<file path="src/bwc_pkg.sv">
/*
 * Constants for the bridge window and control register bank: offsets, field positions, reset values and windows.
 * Assumes a 32-bit AXI4-Lite register bus and byte addressing of aligned words.
 */
package bwc_pkg;
	localparam int unsigned BWC_ADDR_W = 8;
	localparam logic [7:0] BWC_OFS_PF_BASE_HI = 8'h28;
	localparam logic [7:0] BWC_OFS_PF_LIMIT_HI = 8'h2c;
	localparam logic [7:0] BWC_OFS_IO_HI = 8'h30;
	localparam logic [7:0] BWC_OFS_CAP_PTR = 8'h34;
	localparam logic [7:0] BWC_OFS_IRQ_CTRL = 8'h3c;
	localparam logic [7:0] BWC_OFS_EVT_STATUS = 8'h80;
	localparam logic [7:0] BWC_OFS_EVT_MASK = 8'h84;
	localparam logic [31:0] BWC_RST_PF_HI = 32'h0000_0000;
	localparam logic [15:0] BWC_RST_IO_HI = 16'h0000;
	localparam logic [7:0] BWC_CAP_PTR_VALUE = 8'h40;
	localparam logic [7:0] BWC_RST_IRQ_LINE = 8'h00;
	localparam logic [7:0] BWC_RST_IRQ_PIN = 8'h00;
	localparam logic [3:0] BWC_RST_CTRL = 4'h0;
	localparam logic [3:0] BWC_PF_ADDR64 = 4'h1;
	localparam int unsigned BWC_CTRL_POISON = 16;
	localparam int unsigned BWC_CTRL_ERRFWD = 17;
	localparam int unsigned BWC_CTRL_ISA = 18;
	localparam int unsigned BWC_CTRL_VGA = 19;
	localparam logic [19:0] BWC_PF_LIMIT_LOW = 20'hf_ffff;
	localparam logic [63:0] BWC_VGA_MEM_LO = 64'h0000_0000_000a_0000;
	localparam logic [63:0] BWC_VGA_MEM_HI = 64'h0000_0000_000b_ffff;
	localparam logic [9:0] BWC_VGA_IO_A_LO = 10'h3b0;
	localparam logic [9:0] BWC_VGA_IO_A_HI = 10'h3bb;
	localparam logic [9:0] BWC_VGA_IO_B_LO = 10'h3c0;
	localparam logic [9:0] BWC_VGA_IO_B_HI = 10'h3df;
	localparam logic [31:0] BWC_IO_64K = 32'h0001_0000;
	localparam int unsigned BWC_EVT_W = 4;
	localparam int unsigned BWC_EVT_POISON = 0;
	localparam int unsigned BWC_EVT_ERRFWD = 1;
	localparam int unsigned BWC_EVT_ERRBLK = 2;
	localparam int unsigned BWC_EVT_HOTPLUG = 3;
	localparam logic [BWC_EVT_W-1:0] BWC_RST_MASK = 4'h0;
	localparam logic [1:0] BWC_RESP_OKAY = 2'b00;
	localparam logic [1:0] BWC_RESP_SLVERR = 2'b10;
endpackage

</file>
<file path="src/bwc_regs.sv">
/*
 * Bridge window and control register bank of one switch port, with its forwarding decision and event interrupt.
 * Assumes one 125 MHz clock; request, error and override inputs come from logic on the same clock.
 */
// What this block does
// - Writable 32-bit prefetch window base bits 63:32, reset zero.
// - Writable 32-bit prefetch window limit bits 63:32, reset zero.
// - I/O window base bits 31:16 in word bits 15:0, reset zero.
// - I/O window limit bits 31:16 in word bits 31:16, reset zero.
// - Capability pointer reads 40h and ignores writes.
// - Hot-plug events signalled on INTA; interrupt pin byte resets zero.
// - Downstream port may load interrupt pin value before software reads it.
// - Control bit 16 enables poisoned TLP detection and reporting; else ignored.
// - Control bit 17 enables error message forwarding upstream; else blocked.
// - Bit 18 clear forwards all I/O window addresses downstream.
// - Bit 18 set sends I/O window addresses in top 768 bytes of each 1KB below 64KB upstream; VGA I/O with bit 19 set still goes down.
// - Control bit 19 forwards VGA memory and I/O ranges; else ignored.
// - VGA memory range is 000A0000h through 000BFFFFh inclusive.
// - VGA I/O is below 64KB with low bits 3B0h-3BBh or 3C0h-3DFh.
// - Prefetch limit low twenty address bits are taken as all ones.
// - Prefetch window reports 64-bit addressing with field value 1h.
`timescale 1ns/1ps
module bwc_regs
	import bwc_pkg::*;
#(
	parameter bit IS_DOWNSTREAM = 1'b1
)
(
	input wire logic ref_clk_in,
	input wire logic rstn_in,
	input wire logic [BWC_ADDR_W-1:0] s_axi_awaddr_in,
	input wire logic s_axi_awvalid_in,
	output logic s_axi_awready_out,
	input wire logic [31:0] s_axi_wdata_in,
	input wire logic [3:0] s_axi_wstrb_in,
	input wire logic s_axi_wvalid_in,
	output logic s_axi_wready_out,
	output logic [1:0] s_axi_bresp_out,
	output logic s_axi_bvalid_out,
	input wire logic s_axi_bready_in,
	input wire logic [BWC_ADDR_W-1:0] s_axi_araddr_in,
	input wire logic s_axi_arvalid_in,
	output logic s_axi_arready_out,
	output logic [31:0] s_axi_rdata_out,
	output logic [1:0] s_axi_rresp_out,
	output logic s_axi_rvalid_out,
	input wire logic s_axi_rready_in,
	input wire logic [11:0] pf_base_low_in,
	input wire logic [11:0] pf_limit_low_in,
	input wire logic [3:0] io_base_low_in,
	input wire logic [3:0] io_limit_low_in,
	input wire logic req_valid_in,
	input wire logic req_is_io_in,
	input wire logic [63:0] req_addr_in,
	output logic fwd_valid_out,
	output logic fwd_down_out,
	output logic fwd_up_out,
	input wire logic poisoned_tlp_in,
	output logic poison_report_out,
	input wire logic err_msg_valid_in,
	output logic err_msg_forward_out,
	input wire logic hotplug_event_in,
	input wire logic pin_load_valid_in,
	input wire logic [7:0] pin_load_value_in,
	output logic [3:0] pf_addr_cap_out,
	output logic irq_out
);
	logic [31:0] pf_base_hi;
	logic [31:0] pf_limit_hi;
	logic [15:0] io_base_hi;
	logic [15:0] io_limit_hi;
	logic [7:0] irq_line;
	logic [7:0] irq_pin;
	logic pin_locked;
	logic [3:0] ctrl;
	logic [BWC_EVT_W-1:0] evt_status;
	logic [BWC_EVT_W-1:0] evt_mask;

	logic aw_held;
	logic w_held;
	logic [BWC_ADDR_W-1:0] aw_addr;
	logic [31:0] w_data;
	logic [3:0] w_strb;
	logic wr_fire;
	logic rd_fire;
	logic [31:0] next_rdata;
	logic rd_mapped;
	logic wr_mapped;
	logic [31:0] io_merged;

	function automatic logic [31:0] merge(input logic [31:0] old, input logic [31:0] data, input logic [3:0] strb);
		logic [31:0] res;
		res = old;
		for (int i = 0; i < 4; i++)
			if (strb[i])
				res[i*8 +: 8] = data[i*8 +: 8];
		return res;
	endfunction

	// Write address and data are taken independently and held until both are present.
	always_ff @(posedge ref_clk_in or negedge rstn_in)
	begin
		if (!rstn_in)
		begin
			aw_held <= 1'b0;
			aw_addr <= '0;
		end
		else if (s_axi_awvalid_in && s_axi_awready_out)
		begin
			aw_held <= 1'b1;
			aw_addr <= s_axi_awaddr_in;
		end
		else if (wr_fire)
			aw_held <= 1'b0;
	end

	always_ff @(posedge ref_clk_in or negedge rstn_in)
	begin
		if (!rstn_in)
		begin
			w_held <= 1'b0;
			w_data <= '0;
			w_strb <= '0;
		end
		else if (s_axi_wvalid_in && s_axi_wready_out)
		begin
			w_held <= 1'b1;
			w_data <= s_axi_wdata_in;
			w_strb <= s_axi_wstrb_in;
		end
		else if (wr_fire)
			w_held <= 1'b0;
	end

	assign wr_fire = aw_held && w_held && !s_axi_bvalid_out;
	assign io_merged = merge({io_limit_hi, io_base_hi}, w_data, w_strb);

	always_ff @(posedge ref_clk_in or negedge rstn_in)
	begin
		if (!rstn_in)
		begin
			s_axi_awready_out <= 1'b0;
			s_axi_wready_out <= 1'b0;
		end
		else
		begin
			s_axi_awready_out <= !aw_held && !(s_axi_awvalid_in && s_axi_awready_out) && !s_axi_bvalid_out;
			s_axi_wready_out <= !w_held && !(s_axi_wvalid_in && s_axi_wready_out) && !s_axi_bvalid_out;
		end
	end

	always_comb
	begin
		case (aw_addr)
			BWC_OFS_PF_BASE_HI, BWC_OFS_PF_LIMIT_HI, BWC_OFS_IO_HI, BWC_OFS_CAP_PTR,
			BWC_OFS_IRQ_CTRL, BWC_OFS_EVT_STATUS, BWC_OFS_EVT_MASK: wr_mapped = 1'b1;
			default: wr_mapped = 1'b0;
		endcase
	end

	always_ff @(posedge ref_clk_in or negedge rstn_in)
	begin
		if (!rstn_in)
		begin
			s_axi_bvalid_out <= 1'b0;
			s_axi_bresp_out <= BWC_RESP_OKAY;
		end
		else if (wr_fire)
		begin
			s_axi_bvalid_out <= 1'b1;
			s_axi_bresp_out <= wr_mapped ? BWC_RESP_OKAY : BWC_RESP_SLVERR;
		end
		else if (s_axi_bready_in)
			s_axi_bvalid_out <= 1'b0;
	end

	// Window upper halves.
	always_ff @(posedge ref_clk_in or negedge rstn_in)
	begin
		if (!rstn_in)
		begin
			pf_base_hi <= BWC_RST_PF_HI;
			pf_limit_hi <= BWC_RST_PF_HI;
			io_base_hi <= BWC_RST_IO_HI;
			io_limit_hi <= BWC_RST_IO_HI;
		end
		else if (wr_fire)
		begin
			if (aw_addr == BWC_OFS_PF_BASE_HI)
				pf_base_hi <= merge(pf_base_hi, w_data, w_strb);
			if (aw_addr == BWC_OFS_PF_LIMIT_HI)
				pf_limit_hi <= merge(pf_limit_hi, w_data, w_strb);
			if (aw_addr == BWC_OFS_IO_HI)
			begin
				io_base_hi <= io_merged[15:0];
				io_limit_hi <= io_merged[31:16];
			end
		end
	end

	// Interrupt line byte and the four forwarding control bits; pin byte is read-only.
	always_ff @(posedge ref_clk_in or negedge rstn_in)
	begin
		if (!rstn_in)
		begin
			irq_line <= BWC_RST_IRQ_LINE;
			ctrl <= BWC_RST_CTRL;
		end
		else if (wr_fire && aw_addr == BWC_OFS_IRQ_CTRL)
		begin
			if (w_strb[0])
				irq_line <= w_data[7:0];
			if (w_strb[2])
				ctrl <= w_data[BWC_CTRL_VGA:BWC_CTRL_POISON];
		end
	end

	// A loaded pin value is taken only on a downstream port and only until software first reads it.
	always_ff @(posedge ref_clk_in or negedge rstn_in)
	begin
		if (!rstn_in)
		begin
			irq_pin <= BWC_RST_IRQ_PIN;
			pin_locked <= 1'b0;
		end
		else
		begin
			if (IS_DOWNSTREAM && pin_load_valid_in && !pin_locked)
				irq_pin <= pin_load_value_in;
			if (rd_fire && s_axi_araddr_in == BWC_OFS_IRQ_CTRL)
				pin_locked <= 1'b1;
		end
	end

	// Read channel.
	assign rd_fire = s_axi_arvalid_in && s_axi_arready_out;

	always_comb
	begin
		next_rdata = '0;
		rd_mapped = 1'b1;
		case (s_axi_araddr_in)
			BWC_OFS_PF_BASE_HI: next_rdata = pf_base_hi;
			BWC_OFS_PF_LIMIT_HI: next_rdata = pf_limit_hi;
			BWC_OFS_IO_HI: next_rdata = {io_limit_hi, io_base_hi};
			BWC_OFS_CAP_PTR: next_rdata = {24'h00_0000, BWC_CAP_PTR_VALUE};
			BWC_OFS_IRQ_CTRL: next_rdata = {12'h000, ctrl, irq_pin, irq_line};
			BWC_OFS_EVT_STATUS: next_rdata = {{(32-BWC_EVT_W){1'b0}}, evt_status};
			BWC_OFS_EVT_MASK: next_rdata = {{(32-BWC_EVT_W){1'b0}}, evt_mask};
			default: rd_mapped = 1'b0;
		endcase
	end

	always_ff @(posedge ref_clk_in or negedge rstn_in)
	begin
		if (!rstn_in)
		begin
			s_axi_arready_out <= 1'b0;
			s_axi_rvalid_out <= 1'b0;
			s_axi_rdata_out <= '0;
			s_axi_rresp_out <= BWC_RESP_OKAY;
		end
		else
		begin
			s_axi_arready_out <= !s_axi_rvalid_out && !rd_fire;
			if (rd_fire)
			begin
				s_axi_rvalid_out <= 1'b1;
				s_axi_rdata_out <= next_rdata;
				s_axi_rresp_out <= rd_mapped ? BWC_RESP_OKAY : BWC_RESP_SLVERR;
			end
			else if (s_axi_rready_in)
				s_axi_rvalid_out <= 1'b0;
		end
	end

	// Forwarding decision, registered one cycle after the request.
	logic [63:0] pf_base_full;
	logic [63:0] pf_limit_full;
	logic [31:0] io_base_full;
	logic [31:0] io_limit_full;
	logic in_pf_win;
	logic in_io_win;
	logic io_low64k;
	logic isa_alias;
	logic vga_mem;
	logic vga_io;
	logic next_down;
	logic next_up;

	always_comb
	begin
		pf_base_full = {pf_base_hi, pf_base_low_in, 20'h0_0000};
		pf_limit_full = {pf_limit_hi, pf_limit_low_in, BWC_PF_LIMIT_LOW};
		io_base_full = {io_base_hi, io_base_low_in, 12'h000};
		io_limit_full = {io_limit_hi, io_limit_low_in, 12'hfff};
		in_pf_win = req_addr_in >= pf_base_full && req_addr_in <= pf_limit_full;
		in_io_win = req_addr_in[63:32] == 32'h0000_0000 && req_addr_in[31:0] >= io_base_full
			&& req_addr_in[31:0] <= io_limit_full;
		io_low64k = req_addr_in < {32'h0000_0000, BWC_IO_64K};
		isa_alias = io_low64k && req_addr_in[9:8] != 2'b00;
		vga_mem = req_addr_in >= BWC_VGA_MEM_LO && req_addr_in <= BWC_VGA_MEM_HI;
		vga_io = io_low64k && ((req_addr_in[9:0] >= BWC_VGA_IO_A_LO && req_addr_in[9:0] <= BWC_VGA_IO_A_HI)
			|| (req_addr_in[9:0] >= BWC_VGA_IO_B_LO && req_addr_in[9:0] <= BWC_VGA_IO_B_HI));
		next_down = 1'b0;
		next_up = 1'b0;
		if (req_is_io_in)
		begin
			if (ctrl[BWC_CTRL_VGA-BWC_CTRL_POISON] && vga_io)
				next_down = 1'b1;
			else if (in_io_win && ctrl[BWC_CTRL_ISA-BWC_CTRL_POISON] && isa_alias)
				next_up = 1'b1;
			else if (in_io_win)
				next_down = 1'b1;
		end
		else
			next_down = in_pf_win || (ctrl[BWC_CTRL_VGA-BWC_CTRL_POISON] && vga_mem);
	end

	always_ff @(posedge ref_clk_in or negedge rstn_in)
	begin
		if (!rstn_in)
		begin
			fwd_valid_out <= 1'b0;
			fwd_down_out <= 1'b0;
			fwd_up_out <= 1'b0;
		end
		else
		begin
			fwd_valid_out <= req_valid_in;
			fwd_down_out <= req_valid_in && next_down;
			fwd_up_out <= req_valid_in && next_up;
		end
	end

	// Error and poisoned TLP handling on the secondary side.
	logic [BWC_EVT_W-1:0] evt_set;

	always_ff @(posedge ref_clk_in or negedge rstn_in)
	begin
		if (!rstn_in)
		begin
			poison_report_out <= 1'b0;
			err_msg_forward_out <= 1'b0;
		end
		else
		begin
			poison_report_out <= poisoned_tlp_in && ctrl[0];
			err_msg_forward_out <= err_msg_valid_in && ctrl[BWC_CTRL_ERRFWD-BWC_CTRL_POISON];
		end
	end

	always_comb
	begin
		evt_set = '0;
		evt_set[BWC_EVT_POISON] = poisoned_tlp_in && ctrl[0];
		evt_set[BWC_EVT_ERRFWD] = err_msg_valid_in && ctrl[BWC_CTRL_ERRFWD-BWC_CTRL_POISON];
		evt_set[BWC_EVT_ERRBLK] = err_msg_valid_in && !ctrl[BWC_CTRL_ERRFWD-BWC_CTRL_POISON];
		evt_set[BWC_EVT_HOTPLUG] = hotplug_event_in;
	end

	// Sticky status cleared by a read; an event in the clearing cycle survives.
	always_ff @(posedge ref_clk_in or negedge rstn_in)
	begin
		if (!rstn_in)
			evt_status <= '0;
		else if (rd_fire && s_axi_araddr_in == BWC_OFS_EVT_STATUS)
			evt_status <= evt_set;
		else
			evt_status <= evt_status | evt_set;
	end

	always_ff @(posedge ref_clk_in or negedge rstn_in)
	begin
		if (!rstn_in)
			evt_mask <= BWC_RST_MASK;
		else if (wr_fire && aw_addr == BWC_OFS_EVT_MASK && w_strb[0])
			evt_mask <= w_data[BWC_EVT_W-1:0];
	end

	// The interrupt output stands for the INTA virtual wire.
	always_ff @(posedge ref_clk_in or negedge rstn_in)
	begin
		if (!rstn_in)
		begin
			irq_out <= 1'b0;
			pf_addr_cap_out <= '0;
		end
		else
		begin
			irq_out <= |(evt_status & evt_mask);
			pf_addr_cap_out <= BWC_PF_ADDR64;
		end
	end
endmodule

</file>
<file path="config.mk">
export PLATFORM = sky130hd
export DESIGN_NAME = bwc_regs
export DESIGN_NICKNAME = d
export VERILOG_FILES = /design/src/bwc_pkg.sv /design/src/bwc_regs.sv
export SDC_FILE = /design/constraint.sdc
export NUM_CORES = 1
export LEC_CHECK = 0
export ABC_AREA = 1
export BUFFER_PORTS_ARGS = -buffer_cell sky130_fd_sc_hd__buf_4
export CAP_MARGIN = 20
export CORE_ASPECT_RATIO = 2
export CORE_UTILIZATION = 57
export CTS_CLUSTER_DIAMETER = 60
export DETAILED_ROUTE_END_ITERATION = 12
export PLACE_DENSITY = 0.78
export SYNTH_ARGS = -nofsm -noshare
export SYNTH_HDL_FRONTEND = slang
export SYNTH_SLANG_ARGS = --single-unit
</file>
<file path="constraint.sdc">
create_clock -name ref_clk_in -period 1.8 [get_ports ref_clk_in]
set_input_delay 0.27 -clock ref_clk_in [delete_from_list [all_inputs] [get_ports ref_clk_in]]
set_output_delay 0.27 -clock ref_clk_in [all_outputs]
set_load 0.01 [all_outputs]
</file>
# Yosys cells after proc, flatten, opt, wreduce, memory -nomap -nowiden
# Index checks and enable logic that the tools add are counted.
dict set report op_classes {
  order_cmp 11
  eq_ne 14
  muxes 20
  bitwise_logic 2
  reduce_logical 67
}
# op n
set op_table {}
lappend op_table {{case mux 32 bit (7 select lines)} 1}
lappend op_table {{equality test 8 x 6 -> 1 bit, second input constant} 10}
lappend op_table {{greater-or-equal comparator 64 x 20 -> 1 bit, second input constant} 1}
lappend op_table {{greater-or-equal comparator 64 bit} 1}
lappend op_table {{less-or-equal comparator 64 x 20 -> 1 bit, second input constant} 1}
lappend op_table {{less-or-equal comparator 64 bit} 1}
lappend op_table {{less-than comparator 64 x 17 -> 1 bit, second input constant} 1}
lappend op_table {{AND reduction 3 bit} 12}
lappend op_table {{logical AND 1 bit} 33}
lappend op_table {{equality test 8 bit, second input constant} 4}
lappend op_table {{greater-or-equal comparator 32 bit} 1}
lappend op_table {{less-or-equal comparator 32 bit} 1}
lappend op_table {{zero test 32 bit} 1}
lappend op_table {{greater-or-equal comparator 10 bit, second input constant} 2}
lappend op_table {{less-or-equal comparator 10 bit, second input constant} 2}
lappend op_table {{2-to-1 mux 1 bit} 16}
lappend op_table {{OR reduction 7 bit} 2}
lappend op_table {{nonzero test 2 bit} 5}
lappend op_table {{zero test 1 bit} 9}
lappend op_table {{bitwise AND 4 bit} 1}
lappend op_table {{2-to-1 mux 2 bit} 2}
lappend op_table {{2-to-1 mux 4 bit} 1}
lappend op_table {{OR 4 bit} 1}
lappend op_table {{AND reduction 2 bit} 2}
lappend op_table {{other kinds (2)} 3}
dict set report totals {
  regBits 219
  input_bits 169
  output_inout_bits 51
  word_cells 152
}

# Longest topological paths before layout
dict set report depth {
  depth_word 9
  depth_mapped 15
}

# Worst setup path after synthesis
# No wires, ideal clock.
dict set report synth_timing {
  path_kind {reg2reg}
  from {register aw_addr[1]}
  to {register pf_base_hi[5]}
  setup_ns 0.120
  arrival_ns 1.469
  required_ns 1.680
  path_slack_ns 0.211
  path_stages_with_launch 10
  n_path_buf 1
  path_cell_list {dfrtp_1 > nor2_4 > inv_2 > nor2_2 > inv_2 > nor3_4 > nand2_4 > buf_6 > nand2_1 > o21ai_2}
}
dict set report synth_between {
  elab_chain_cells 2
}
# item line
set synth_rtl {}
lappend synth_rtl {{from (decl)} bwc_regs.sv:81} ;# logic [BWC_ADDR_W-1:0] aw_addr;
lappend synth_rtl {{from (signal assigned)} bwc_regs.sv:111} ;# aw_addr <= s_axi_awaddr_in;
lappend synth_rtl {{equality test 8 x 6 -> 1 bit} bwc_regs.sv:189} ;# if (aw_addr == BWC_OFS_PF_BASE_HI)
lappend synth_rtl {{AND reduction 3 bit (no source line)} --}
lappend synth_rtl {{to (signal assigned)} bwc_regs.sv:190} ;# pf_base_hi <= merge(pf_base_hi, w_data, w_strb);
lappend synth_rtl {{to (decl)} bwc_regs.sv:68} ;# logic [31:0] pf_base_hi;
# No other way between the ends.
# A chain may end at the register's enable or synchronous reset.

# Worst setup path after layout
dict set report layout_timing {
  from {register pf_base_hi[11]}
  to {register fwd_down_out}
}
dict set report layout_between {
  elab_chain_cells 5
}
# item line
set layout_rtl {}
lappend layout_rtl {{greater-or-equal comparator 64 bit} bwc_regs.sv:297} ;# in_pf_win = req_addr_in >= pf_base_full && req_addr_in <= pf_limit_full;
lappend layout_rtl {{logical AND 1 bit} bwc_regs.sv:297}
lappend layout_rtl {{logical OR 1 bit} bwc_regs.sv:317} ;# next_down = in_pf_win || (ctrl[BWC_CTRL_VGA-BWC_CTRL_POISON] && vga_mem);
lappend layout_rtl {{2-to-1 mux 1 bit} bwc_regs.sv:307} ;# if (req_is_io_in)
lappend layout_rtl {{logical AND 1 bit} bwc_regs.sv:331} ;# fwd_down_out <= req_valid_in && next_down;
lappend layout_rtl {{to (signal assigned)} bwc_regs.sv:331}
lappend layout_rtl {{to (decl)} bwc_regs.sv:56} ;# output logic fwd_down_out,
# No other way between the ends.

==> impl_metrics.yaml <==
grt:
  grtUsageTotal: 0.336
  grt_start_max_net_pins: 75
  antenna_found_initial: 2
  globalRouteOverflowTotal: 0
  grt_pass1_vias: 12203
  global_route_wire_length_before_repair_mm: 59.9
setup_path:
  timing_worst_setup_path_type: "register to register"
  timing.rr.start: "pf_base_hi[11]"
  startpoint_type: "register"
  required_ns: 2.26
  worstPathArrival_ns: 2.29
  r2r_cells: 12
  startpoint: "pf_base_hi[11]"
  crit_path_max_fanout: 3
  crit_path_end: "fwd_down_out"
  r2r_slack_ns: -0.03
  r2r_end: "fwd_down_out"
  cp-end-kind: "register"
synthesis:
  yosys.cell_types.count: 42
  synth_sequential_area_ratio: 0.418
  synth_xor_area_frac: 0
  synthesis.area_per_instance_um2: 7.91
  synth-seq-cells: 217
  synthSimpleGateAreaFrac: 0.221
  synth_warnings: 0
  synth_top_cells_by_area: "sky130_fd_sc_hd__dfrtp_1 (42%), sky130_fd_sc_hd__nand2_1 (13%), sky130_fd_sc_hd__ha_1 (12%)"
  synth_compound_gate_area_share: 0.132
  main_combinational_cell_family_by_area_after_synthesis: "simple AND/OR/NAND/NOR gates"
  synth.cell_area_um2: 13000
  synthDominantCellAreaShare: 0.418
  post_synth_fa_ha_maj_area_fraction: 0.123
  synthDominantAreaCellType: "sky130_fd_sc_hd__dfrtp_1"
  synth_mux_area_frac: 0.0104
  syn_inst: 1641
route:
  wl_cell_um: 17.2
  drt_iter0_drc: 703
  detail-route-antenna-nets: 0
  num_vias: 12131
  drt_first_pass_iters: 6
  drt_drc_violations_left: 0
  route.final.wire_length_mm: 38.4
  route.detailed.vias_per_inst: 5.44
clock_network:
  path_clk_slew_ns: 0.07
  cts_tree: "yes"
  cts-buffers-inserted: 20
  htreeDepth: 1
  cts-root-buf: "sky130_fd_sc_hd__clkbuf_16"
  cts.sink_count: 217
  clk_lat_worst_skew_ns: 0.54
  max-clock-path-buffers: 3
timing:
  fin_worst_skew_ns: 0.0273
  postLayoutSetupSlackWorst_ns: -0.0277
  fin_tns_setup_ns: -0.0277
  post-route-period-util: 1.02
  setup_violations: 1
  final_period_minus_worst_setup_slack_ns: 1.83
  finalHoldWorstSlack_ns: 0.00732
  timing.final.max_slew_violations: 0
  timing.fmax_mhz: 547
  timing_hold_violations_final: 0
  rsz0062_at_grt: "yes"
cells_and_area:
  finalNetCount: 2235
  fillerInstances: 1716
  fin_cells: 2229
  flow.area_growth_from_synthesis_pct: 27.7
  final_layout_size_suffix_gt1_frac: 0.219
  most-common-layout-cells: "sky130_fd_sc_hd__nand2_1 (450), sky130_fd_sc_hd__buf_4 (264), sky130_fd_sc_hd__inv_1 (240)"
  final_common_cell: "sky130_fd_sc_hd__nand2_1"
floorplan:
  die_width_um: 109
  floorplan.initialDensity: 0.583
  area_of_the_die_um2: 23400
  placementRows: 77
  coreArea_um2: 22300
  io_pins: 220
  dieHeight_um: 215
power:
  power.density_nw_per_um2: 972
  p_leak_nw: 8.59
  max-vdd-ir-drop_uv: 1110
placement:
  post-place-cells: 2148
  port-buffer-count: 214
  gpl.final_weighted_congestion: 0.941
  hpwl_mm: 29.0
  placement.setup.worst_slack_ns: -0.0993
min_path:
  min_path_type: "input port to register"
run:
  max_cap_violations: 0
run_status:
  outcome: "finished with violations"
  failed_checks: "setup timing"
[cell families (layout without fill, tap and decap cells)]
| group | Yosys count | after routing |
|---|---|---|
| simple gates | 686 | 686 |
| buf+inv | 300 | 606 |
| mux | 12 | 12 |
| flops | 217 | 217 |
| other cells | 2 | 8 |
| fa+ha+maj | 128 | 128 |
| compound gates | 296 | 296 |
[flip-flops by register name, indices dropped and copies added (netlist names), 4 cells and up]
name / cells
pf_base_hi: 32
aw_addr: 8
io_base_hi: 16
w_strb: 4
ctrl: 4
w_data: 32
evt_mask: 4
io_limit_hi: 16
pf_limit_hi: 32
evt_status: 4
s_axi_rdata_out: 32
irq_pin: 8
irq_line: 8
[power by group]
part | internal (mW) | total [mW] | switching (mW) | leakage [nW]
clock | 2.58 | 4.49 | 1.91 | 0.338
sequential | 5.90 | 6.49 | 0.581 | 2.84
combinational | 1.93 | 5.14 | 3.21 | 5.41
[Yosys cell counts]
cell,n
sky130_fd_sc_hd__nand2_1,454
sky130_fd_sc_hd__inv_1,248
sky130_fd_sc_hd__dfrtp_1,217
sky130_fd_sc_hd__nor2_1,141
sky130_fd_sc_hd__ha_1,128
sky130_fd_sc_hd__a21oi_1,104
sky130_fd_sc_hd__o21ai_1,69
sky130_fd_sc_hd__o21ai_0,41
sky130_fd_sc_hd__o21ai_2,32
sky130_fd_sc_hd__nand3_1,30
sky130_fd_sc_hd__o22ai_1,22
sky130_fd_sc_hd__o2111ai_1,14
sky130_fd_sc_hd__clkbuf_1,12
sky130_fd_sc_hd__mux2_2,12
sky130_fd_sc_hd__nand4_1,11
sky130_fd_sc_hd__buf_2,9
sky130_fd_sc_hd__nor3_1,9
sky130_fd_sc_hd__buf_1,8
sky130_fd_sc_hd__buf_6,8
sky130_fd_sc_hd__inv_2,8
sky130_fd_sc_hd__nand2_2,8
sky130_fd_sc_hd__nand2_4,8
sky130_fd_sc_hd__a21o_1,6
sky130_fd_sc_hd__buf_4,6
sky130_fd_sc_hd__nor3_2,5
sky130_fd_sc_hd__and2_1,4
sky130_fd_sc_hd__nor2_4,4
sky130_fd_sc_hd__nor2_2,3
sky130_fd_sc_hd__o21a_1,3
sky130_fd_sc_hd__conb_1,2
sky130_fd_sc_hd__nand3b_1,2
sky130_fd_sc_hd__nor3_4,2
sky130_fd_sc_hd__o31ai_1,2
sky130_fd_sc_hd__a31o_2,1
sky130_fd_sc_hd__clkinv_1,1
sky130_fd_sc_hd__nand3_2,1
sky130_fd_sc_hd__nor3b_1,1
sky130_fd_sc_hd__nor4_1,1
sky130_fd_sc_hd__nor4_2,1
sky130_fd_sc_hd__o211ai_1,1
sky130_fd_sc_hd__o21bai_1,1
sky130_fd_sc_hd__or2_1,1
[worst max-delay path: stages, from the launching register on]
cell,delay (ns)
sky130_fd_sc_hd__dfrtp_1,0.36
sky130_fd_sc_hd__inv_1,0.09
sky130_fd_sc_hd__ha_1,0.31
sky130_fd_sc_hd__nand2_1,0.06
sky130_fd_sc_hd__inv_1,0.06
sky130_fd_sc_hd__nand3_1,0.07
sky130_fd_sc_hd__nor2_1,0.13
sky130_fd_sc_hd__nand2_1,0.14
sky130_fd_sc_hd__nor2_1,0.18
sky130_fd_sc_hd__nand2_1,0.07
sky130_fd_sc_hd__nand4_1,0.11
sky130_fd_sc_hd__a21oi_2,0.06
sky130_fd_sc_hd__nor2_1,0.09
[layer usage]
layer / global-route usage / part of all wire / vias to the layer above
met1: 0.346 / 0.35 / 5656
li1: - / - / 5845
met5: 0 / 0 / -
met2: 0.601 / 0.52 / 464
met3: 0.0441 / 0.056 / 166
met4: 0.249 / 0.081 / 0
[worst min-delay path by stage]
stage / startpoint / to / slack (ns) / depth (start not counted)
floorplan: rstn_in / aw_addr[0] / -0.03 / 0
global placement: rstn_in / pf_addr_cap_out[0] / 0.28 / 1
detailed placement: rstn_in / pf_addr_cap_out[0] / 0.28 / 1
CTS: req_is_io_in / fwd_up_out / 0.0004 / 3
global route: s_axi_wdata_in[20] / w_data[20] / 0.01 / 3
finish: s_axi_wdata_in[26] / w_data[26] / 0.007 / 3
[final cells by class]
cell class	instances	area [um2]	share of cell area
multi-input cells	1128	6560	0.396
flip-flops and latches	217	5430	0.328
repair buffers	314	2590	0.156
inverters	257	965	0.0582
clock buffers	25	539	0.0325
well taps	276	345	0.0208
clock inverters	10	144	0.00868
diodes	2	5.00	0.000302
[metrics by stage]
stage | utilization | total power [mW] | instance area (um2)
after global placement | 0.685 | 11.1 | 15200
final | 0.745 | 16.1 | 16600
after CTS | 0.737 | 16.0 | 16400
after global routing | 0.745 | 17.0 | 16600
after detailed placement | 0.685 | 11.4 | 15200
after floorplan | - | 9.39 | 13000
[what timing repair did]
item                                    in CTS  in global routing
pin swaps                                    5                  7
endpoints found under the hold margin       87                  0
resized for setup                           14                 31
setup buffers                                3                  2
endpoints found under the setup margin       2                 27
hold buffers                                39                  0
gates cloned                                 0                  0
No activity file was read; power rests on OpenSTA's default activity.
